$ cat config.mk
export PLATFORM = sky130hd
export DESIGN_NAME = pllrs_clock_select
export DESIGN_NICKNAME = d
export VERILOG_FILES = /design/src/pllrs_pkg.sv /design/src/pllrs_clock_select.sv
export VERILOG_INCLUDE_DIRS = /design/src
export SDC_FILE = /design/constraint.sdc
export NUM_CORES = 1
export LEC_CHECK = 0
export BUFFER_PORTS_ARGS = -buffer_cell sky130_fd_sc_hd__buf_2
export CAP_MARGIN = 20
export CORE_MARGIN = 8
export CORE_UTILIZATION = 32
export DETAILED_ROUTE_END_ITERATION = 10
export HOLD_SLACK_MARGIN = 0.02
export PLACE_DENSITY = 0.91
export REMOVE_ABC_BUFFERS = 1
export SYNTH_ARGS = -nofsm -noshare
export SYNTH_HDL_FRONTEND = slang
export SYNTH_SLANG_ARGS = --single-unit
$ cat constraint.sdc
create_clock -name sys_clk_in -period 2.6 [get_ports sys_clk_in]
set_clock_uncertainty 0.05 [all_clocks]
set_input_delay 0.39 -clock sys_clk_in [delete_from_list [all_inputs] [get_ports sys_clk_in]]
set_output_delay 0.39 -clock sys_clk_in [all_outputs]
set_load 0.05 [all_outputs]
$ cat src/pllrs_defines.svh
`ifndef PLLRS_DEFINES_SVH
`define PLLRS_DEFINES_SVH
// ------------------------------------------------------------
// constants
// ------------------------------------------------------------
`define PLLRS_NUM_CLK_PINS 4
`define PLLRS_NUM_GLOBAL_NETS 4
`define PLLRS_FIRST_SEL_RST 1'h0
`define PLLRS_SECOND_SEL_RST 1'h0
`define PLLRS_CORNER_PICK_RST 1'h0
`define PLLRS_CFG_DONE_RST 1'h0
`define PLLRS_GP_DATA_RST 4'h0
`endif

$ cat src/pllrs_pkg.sv
package pllrs_pkg;
  // driver of a global clock network
  typedef enum logic [2:0] {
    PLLRS_GSRC_CLOCK = 3'h1,
    PLLRS_GSRC_CTRL = 3'h2,
    PLLRS_GSRC_DUAL = 3'h4
  } pllrs_gsrc_e;
  // side on which a clock control block sits
  typedef enum logic [1:0] {
    PLLRS_SIDE_TOP = 2'h0,
    PLLRS_SIDE_BOTTOM = 2'h1,
    PLLRS_SIDE_LEFT = 2'h2,
    PLLRS_SIDE_RIGHT = 2'h3
  } pllrs_side_e;
endpackage
$ cat src/pllrs_clock_select.sv
// Operation
// - pll reference input taken from one of four pins in two stages
// - two first-stage muxes reduce four pins to two clocks
// - first-stage selects come only from configuration bits
// - second stage 2-to-1, select from config bit or user logic
// - each global network has its own clock control block on a side
// - dedicated clock pins can drive a clock or control signal
// - dual-purpose pins are bidirectional, carry fan-out signals globally
// - only one corner dual-purpose pin of a pair feeds control block
// - unused dedicated clock pin is plain input, captured by logic regs
`timescale 1ns/1ns
`include "pllrs_defines.svh"
module pllrs_clock_select
  import pllrs_pkg::*;
#(
  parameter int NETS = `PLLRS_NUM_GLOBAL_NETS
) (
  input wire logic sys_clk_in,
  input wire logic rst_b_in,
  input wire logic [3:0] dedicated_clk_pin_in,
  input wire logic [1:0] cfg_first_sel_in,
  input wire logic cfg_second_sel_in,
  input wire logic cfg_dynamic_en_in,
  input wire logic user_ref_sel_in,
  output logic pll_reference_input_out,
  output logic ref_sel_state_out,
  input wire logic [NETS-1:0] cfg_net_use_ctrl_in,
  input wire logic [NETS-1:0] cfg_net_use_dual_in,
  input wire logic [NETS-1:0] cfg_net_pin_in,
  input wire logic [NETS*2-1:0] cfg_net_side_in,
  input wire logic [NETS-1:0] ctrl_sig_in,
  output logic [NETS-1:0] global_net_out,
  input wire logic dual_purpose_clock_pin_in,
  output logic dual_purpose_clock_pin_out,
  output logic dual_purpose_clock_pin_oe_b_out,
  input wire logic dual_drive_in,
  input wire logic dual_drive_en_in,
  input wire logic [1:0] corner_dual_purpose_clock_pin_in,
  output logic [1:0] corner_dual_purpose_clock_pin_out,
  output logic [1:0] corner_dual_purpose_clock_pin_oe_b_out,
  input wire logic [1:0] corner_io_drive_in,
  input wire logic [1:0] corner_io_en_in,
  input wire logic cfg_corner_pick_in,
  output logic [3:0] clk_pin_gp_data_out
);

  // ------------------------------------------------------------
  // helpers
  // ------------------------------------------------------------
  // one 2-to-1 cell shared by both stages and the dual-source pick
  function automatic logic mux2(input logic sel, input logic in0,
                                input logic in1);
    mux2 = sel ? in1 : in0;
  endfunction

  // ------------------------------------------------------------
  // configuration capture
  // ------------------------------------------------------------
  // first-stage selects are latched once after reset so that later
  // wiggles on the configuration inputs cannot reach the pll path
  logic [1:0] first_sel_reg;
  logic [1:0] first_sel_next;
  logic cfg_done_reg;
  logic cfg_done_next;
  logic corner_pick_reg;
  logic corner_pick_next;

  always_comb begin
    first_sel_next = first_sel_reg;
    corner_pick_next = corner_pick_reg;
    cfg_done_next = 1'h1;
    if (!cfg_done_reg) begin
      first_sel_next = cfg_first_sel_in;
      corner_pick_next = cfg_corner_pick_in;
    end
  end

  always_ff @(posedge sys_clk_in or negedge rst_b_in) begin
    if (!rst_b_in) begin
      first_sel_reg <= {2{`PLLRS_FIRST_SEL_RST}};
      corner_pick_reg <= `PLLRS_CORNER_PICK_RST;
      cfg_done_reg <= `PLLRS_CFG_DONE_RST;
    end else begin
      first_sel_reg <= first_sel_next;
      corner_pick_reg <= corner_pick_next;
      cfg_done_reg <= cfg_done_next;
    end
  end

  // ------------------------------------------------------------
  // first stage
  // ------------------------------------------------------------
  // pins 0/1 feed clock a, pins 2/3 feed clock b; selects are frozen
  logic [1:0] stage1_clk;

  assign stage1_clk[0] = mux2(first_sel_reg[0], dedicated_clk_pin_in[0],
                              dedicated_clk_pin_in[1]);
  assign stage1_clk[1] = mux2(first_sel_reg[1], dedicated_clk_pin_in[2],
                              dedicated_clk_pin_in[3]);

  // ------------------------------------------------------------
  // second stage
  // ------------------------------------------------------------
  // dynamic select acts directly; no glitch guard, user keeps it stable
  logic second_sel;

  assign second_sel = mux2(cfg_dynamic_en_in, cfg_second_sel_in,
                           user_ref_sel_in);
  assign pll_reference_input_out = mux2(second_sel, stage1_clk[0],
                                        stage1_clk[1]);

  // ------------------------------------------------------------
  // select status
  // ------------------------------------------------------------
  // a registered copy lets user logic see which clock the pll is on
  logic ref_sel_reg;
  logic ref_sel_next;

  always_comb begin
    ref_sel_next = second_sel;
  end

  always_ff @(posedge sys_clk_in or negedge rst_b_in) begin
    if (!rst_b_in) begin
      ref_sel_reg <= `PLLRS_SECOND_SEL_RST;
    end else begin
      ref_sel_reg <= ref_sel_next;
    end
  end

  assign ref_sel_state_out = ref_sel_reg;

  // ------------------------------------------------------------
  // corner dual-purpose pin pair
  // ------------------------------------------------------------
  // the picked pin is never driven, so the network sees only the board
  logic corner_feed;

  assign corner_feed = corner_dual_purpose_clock_pin_in[corner_pick_reg];
  always_comb begin
    for (int i = 0; i < 2; i++) begin
      // the picked corner pin is input only; the other is plain io
      corner_dual_purpose_clock_pin_out[i] = corner_io_drive_in[i];
      corner_dual_purpose_clock_pin_oe_b_out[i] =
        !(corner_io_en_in[i] && (corner_pick_reg != 1'(i)));
    end
  end

  // ------------------------------------------------------------
  // dual-purpose pin
  // ------------------------------------------------------------
  assign dual_purpose_clock_pin_out = dual_drive_in;
  assign dual_purpose_clock_pin_oe_b_out = !dual_drive_en_in;

  // ------------------------------------------------------------
  // clock control blocks, one per global network
  // ------------------------------------------------------------
  // dual source outranks a control signal when both are configured
  function automatic pllrs_gsrc_e net_source(input logic use_dual,
                                             input logic use_ctrl);
    net_source = PLLRS_GSRC_CLOCK;
    if (use_dual) begin
      net_source = PLLRS_GSRC_DUAL;
    end else if (use_ctrl) begin
      net_source = PLLRS_GSRC_CTRL;
    end
  endfunction

  // side only places the block; the routing is identical on each side
  pllrs_side_e net_side [NETS];
  always_comb begin
    for (int n = 0; n < NETS; n++) begin
      net_side[n] = pllrs_side_e'(cfg_net_side_in[n*2 +: 2]);
    end
  end

  pllrs_gsrc_e net_src [NETS];
  always_comb begin
    for (int n = 0; n < NETS; n++) begin
      net_src[n] = net_source(cfg_net_use_dual_in[n],
                              cfg_net_use_ctrl_in[n]);
    end
  end

  always_comb begin
    for (int n = 0; n < NETS; n++) begin
      unique case (net_src[n])
        PLLRS_GSRC_CLOCK: begin
          global_net_out[n] =
            dedicated_clk_pin_in[n % `PLLRS_NUM_CLK_PINS];
        end
        PLLRS_GSRC_CTRL: begin
          global_net_out[n] = ctrl_sig_in[n];
        end
        PLLRS_GSRC_DUAL: begin
          global_net_out[n] = mux2(cfg_net_pin_in[n],
            dual_purpose_clock_pin_in, corner_feed);
        end
        default: begin
          global_net_out[n] = 1'h0;
        end
      endcase
    end
  end

  // ------------------------------------------------------------
  // general-purpose use of clock pins
  // ------------------------------------------------------------
  // no io register on this path, so capture in ordinary logic regs;
  // the cost is one clock of latency before user logic sees a pin
  logic [3:0] gp_data_reg;
  logic [3:0] gp_data_next;
  always_comb begin
    gp_data_next = dedicated_clk_pin_in;
  end
  always_ff @(posedge sys_clk_in or negedge rst_b_in) begin
    if (!rst_b_in) begin
      gp_data_reg <= `PLLRS_GP_DATA_RST;
    end else begin
      gp_data_reg <= gp_data_next;
    end
  end
  assign clk_pin_gp_data_out = gp_data_reg;

endmodule

==> results.md, run 1 <==
- Total Wirelength: 1.44 mm
- Worst Setup SP: corner_pick_reg
- First-pass GRT wire length: 1.96 mm
- FILL cells: between 100 and 150
- Sequential fraction of the synthesis area: 0.477
- Area after DPL: 699 sq um
- Drt wl/cell: 13.7 microns
- Final min period: about 1900 ps
- IO buf count: 46
- Fmax: between 0.5 and 0.6 GHz
- Drt first pass iters: 2
- CP startpoint kind: flop
- Post-cts gate resize count: 0
- Largest register FFs: 4
- Layout cell share with drive strength beyond 1: 0.618
- Reg2reg setup slack: between 1500 and 2000 ps
- Status: finished, final reports clean
- Slew Limit Fails: 0
- Initial Utilization: 0.328
- Number of global-route vias before repair: 496
- Die height: between 50 and 60 microns
- Arrival time worst endpoint: 1440 ps
- DP Wirelength: 1.26 mm
- Antenna-violating nets left: 0
- Worst r2r src: cfg_done_reg
- Clock Latency Late Sink: 260 ps
- TritonCTS clock tree: done
- Clk buf depth: 2
- Crit path to: global_net_out[3]
- Crit Path Class: reg2out
- Layout area overhead: 56.0%
- Max VDD drop: about 250 uV
- CTS H-tree depth: 1
- Final period utilization: 0.722
- Final instance area: 736 sq um
- Worst R2R Path Depth: 1
- Leading post-synthesis cells by cell area: dfrtp_1, mux2i_1, mux2_2
- Via count: 480
- Cells after DPL: 100
- Fin Setup TNS: 0 ps
- CTS root buffer: clkbuf_4
- Sink Count: 9
- CTS buffer count: 3
- Register bit total from synthesis: 9
- DIE WIDTH: 54.4 microns
- Final Hold Fails: 0
- Syn Inst Count: 41
- Post-synth top area share: 0.477
- Core ar.: 1440 sq um
- Largest area contributor in the netlist: dfrtp_1
- Clock transition at the registers of the reported paths: ~60 ps
- Post-route DRC: 0
- Io pins: 61
- CP Max Fanout: 4
- ANT cells: 0
- Worst EP required: 2160 ps
- DR vias/cell: 4.57
- CP endpoint kind: output port
- RePlAce Congestion: 0.691
- Non-filler cells, final: about 110
- RSZ-0062 raised after global routing: no
- Tot GR Track Use: 0.0905
- Power Density: ~550 nW/um^2
- Final Net Count: 135
- Netlist cell types: 15
- Leakage dissipation: 0.398 nW
- HP Class: in2reg
- Synth Area per Inst: between 10 and 15 sq um
- R2R Path End: first_sel_reg[0]
- Largest net degree at the start of global routing: 10
- Grt total ovfl: 0
- Starting DRC count in detailed routing: 4
- Initial antenna violation count: 0
- Max_cap viols: 0
- Number of core rows: 14
- Syn. warnings: 0
- Synth Cell Area: 472 sq um
- Total power: 0.403 mW
- Die area: 2960 sq um
- Final setup vio count: 0
Yosys cell counts (all sizes together):
cell type	count
a21oi	5
a211oi	1
o21bai	4
o21ai	4
buf	3
nand2	1
mux2	4
nor2b	1
nand2b	1
dfrtp	9
conb	1
inv	1
mux2i	6
placed cells by master (no fill, tap or decap), drive strengths merged:
cell / count
dfrtp: 9
clkbuf: 4
dlygate4sd3: 1
nor2b: 1
conb: 1
o21bai: 4
a21oi: 5
o21ai: 4
inv: 1
mux2: 4
buf: 46
nand2: 1
mux2i: 6
nand2b: 1
a211oi: 1
layer usage:
metal | wire (microns) | global-route usage | vias up
met2 | 768 | 0.155 | 21
met5 | 0 | 0 | -
met4 | 0 | 0.0697 | 0
li1 | - | - | 240
met3 | 190 | 0.0353 | 0
met1 | 480 | 0.0852 | 219
area by class of cell:
class / count / area, sq um / share of cell area
sequential: 9 / 225 / 0.306
timing repair buffer: 47 / 240 / 0.327
clock buffer: 4 / 26.3 / 0.0357
tap: 16 / 20.0 / 0.0272
inverter: 1 / 3.75 / 0.00510
multi-input combinational: 28 / 220 / 0.299
timing repair:
item	4_1_cts	5_1_grt
hold endpoints to repair	9	0
setup buffers	0	0
hold buffers	1	0
per-stage QoR:
stage / utilization / hold slack (ps) / setup slack (ps)
CTS: 0.512 / 217 / 696
global placement: 0.487 / 190 / 914
global route: 0.512 / 214 / 596
floorplan: - / 44.4 / 700
detailed placement: 0.487 / 199 / 911
finish: 0.512 / 216 / 722
worst min-delay path by stage:
stage	start	endpoint	slack [ps]	cells past startpoint
after floorplan	rst_b_in	cfg_done_reg	40	0
after global placement	rst_b_in	clk_pin_gp_data_out[0]	190	1
after detailed placement	rst_b_in	first_sel_reg[1]	200	1
after CTS	dedicated_clk_pin_in[0]	clk_pin_gp_data_out[0]	220	1
after global routing	dedicated_clk_pin_in[0]	clk_pin_gp_data_out[0]	210	1
final	dedicated_clk_pin_in[0]	clk_pin_gp_data_out[0]	220	1
worst max-delay path, stage by stage, from the launching register on:
cell and delay [ps]:
dfrtp_1 410, mux2i_2 320, a21oi_1 100, o21bai_1 150
buf_2 210
kinds of logic (layout without fill, tap and decap cells):
kind of cell | Yosys count | after routing | synth area share
other | 1 | 1 | 0.00795
and+or+nand+nor | 3 | 3 | 0.0345
AOI/OAI and AO/OA | 14 | 14 | 0.186
muxes | 10 | 10 | 0.239
buffers and inverters | 4 | 52 | 0.0557
DFF | 9 | 9 | 0.477
where the power goes:
| part | internal [mW] | switching (mW) |
|---|---|---|
| combinational | 0.0497 | 0.0899 |
| sequential | 0.150 | 0.00664 |
| clock | 0.0591 | 0.0479 |
| total | 0.259 | 0.144 |
Power figures use the tool's default switching activity.
==> run 2, diff against run 1 <==
Settings changed: CORE_UTILIZATION 32 to 30, PLACE_DENSITY 0.91 to 0.87.
Clock period 2.6 ns to 1.9 ns, I/O delays scaled along.
==> results.md, run 2 (synthesized netlist as in run 1, its figures left out) <==
- DIE WIDTH: 55.7 microns
- Sequential cell area: 226 sq um
- Worst EP required: 1560 ps
- GRT met1 Usage: 0.0943
- Drt first pass iters: 4
- Final Hold Fails: 0
- DR vias/cell: between 4 and 5
- Multi-input gate area: 229 sq um
- Post-route DRC: 0
- Max_cap viols: 0
- Final min period: 1800 ps
- ANT cells: 0
- Busiest layer in global routing: met2
- Layout area overhead: 58.6%
- Reg2reg setup slack: roughly 980 ps
- CP startpoint kind: flop
- Largest register FFs: 4
- Drt wl/cell: approximately 15 microns
- Final instance area: 748 sq um
- Final Net Count: approximately 140
- Final core occ: 0.503
- Most common cell after layout, fill and taps aside: buf_2
- RePlAce Congestion: roughly 0.67
- Fin Setup TNS: 0 ps
- Number of core rows: 14
- CP endpoint kind: output port
- Core ar.: 1490 sq um
- Layout cell share with drive strength beyond 1: 0.629
- CTS buffer count: 3
- Crit Path Class: reg2out
- Antenna-violating nets left: 0
- Status: finished, final reports clean
- CTS H-tree depth: 1
- Post-CTS setup buffers: 0
- IO buf count: 46
- Die height: 55.7 microns
- Slew Limit Fails: 0
- Met3 Usage GRT: 0.0434
- Power Density: 745 nW/um^2
- Cell Chain, Critical Path: mux2i_4 -> a21oi_1 -> o21bai_1 -> buf_4
- Io pins: 61
- Slowest cell delay on critical path: 440 ps
- Initial antenna violation count: 0
- Clock transition at the registers of the reported paths: 60 ps
- Clk buf depth: 2
- Largest net degree at the start of global routing: 10
- Area after DPL: 699 sq um
- Total Wirelength: roughly 1.6 mm
- Crit-path slowest cell: dfrtp_2
- TritonCTS clock tree: done
- CP Max Fanout: 4
- Leakage dissipation: 0.399 nW
- Initial Utilization: 0.317
- Number of global-route vias before repair: 581
- Starting DRC count in detailed routing: 5
- Via count: 500
- Final period utilization: 0.949
- Sink Count: 9
- Met2 Use GR: 0.199
- Max VDD drop: 352 uV
- Arrival time worst endpoint: 1470 ps
- Grt total ovfl: 0
- Most frequent cells in the layout: buf_2, dfrtp_1, mux2i_1, a21oi_1
- Final setup vio count: 0
- RSZ-0062 raised after global routing: no
- Die area: ~3100 sq um
- Fmax: ~0.55 GHz
- FILL cells: 152
- HP Class: in2reg
- First-pass GRT wire length: 2.73 mm
- Tot GR Track Use: 0.106
- Clock Latency Late Sink: 250 ps
- CTS root buffer: clkbuf_4
-- run 2: cell counts in the layout (fill, tap and decap cells not counted) --
Identical to the previous run, type by type.
-- run 2: stage by stage --
stage | setup slack [ps] | power, mW | hold slack [ps] | cells
2_1_floorplan | 210 | 0.337 | -60.6 | 38
3_3_place_gp | 391 | 0.405 | 85.6 | 100
3_5_place_dp | 307 | 0.411 | 95.9 | 100
4_1_cts | 19.6 | 0.560 | 113 | 105
5_1_grt | 16.7 | 0.587 | 118 | 105
6_report | 96.8 | 0.558 | 113 | 105
-- run 2: final cells by class --
type                    instances  area share
multi-input cells              28       0.306
clock buffers                   4      0.0351
well taps                      16      0.0268
flip-flops and latches          9       0.303
repair buffers                 47       0.324
inverters                       1     0.00502
-- run 2: path summary, 6_finish.rpt --
path	startpoint	end	cells after the start
worst min-delay path	dedicated_clk_pin_in[0]	clk_pin_gp_data_out[0]	1
worst max register to register	cfg_done_reg	first_sel_reg[1]	1
worst max-delay path	corner_pick_reg	global_net_out[3]	4
max in group asynchronous	rst_b_in	corner_pick_reg	2
worst min register to register	first_sel_reg[1]	first_sel_reg[1]	1
min in group asynchronous	rst_b_in	clk_pin_gp_data_out[2]	2
-- run 2: critical path, delay by kind of cell, from the launching register on --
kind	cells	cell delay, ps
buffers and inverters	1	230
multiplexers	1	210
AO/OA/AOI/OAI	2	330
flip-flops	1	440
-- run 2: layer usage --
metal / share of wire / wire length, microns
met1: 0.35 / 562
met2: 0.53 / 843
met3: 0.10 / 162
met4: 0.012 / 19
met5: 0 / 0
-- run 2: repair_timing --
action / CTS / global route
hold buffers: 1 / 0
endpoints found under the hold margin: 9 / 0
resized for setup: 0 / 4
endpoints found under the setup margin: 0 / 4
-- run 2: power breakdown --
group / switching, mW / leakage [nW] / internal (mW)
clock: 0.0644 / 0.0150 / 0.0808
combinational: 0.126 / 0.280 / 0.0715
sequential: 0.00973 / 0.104 / 0.205
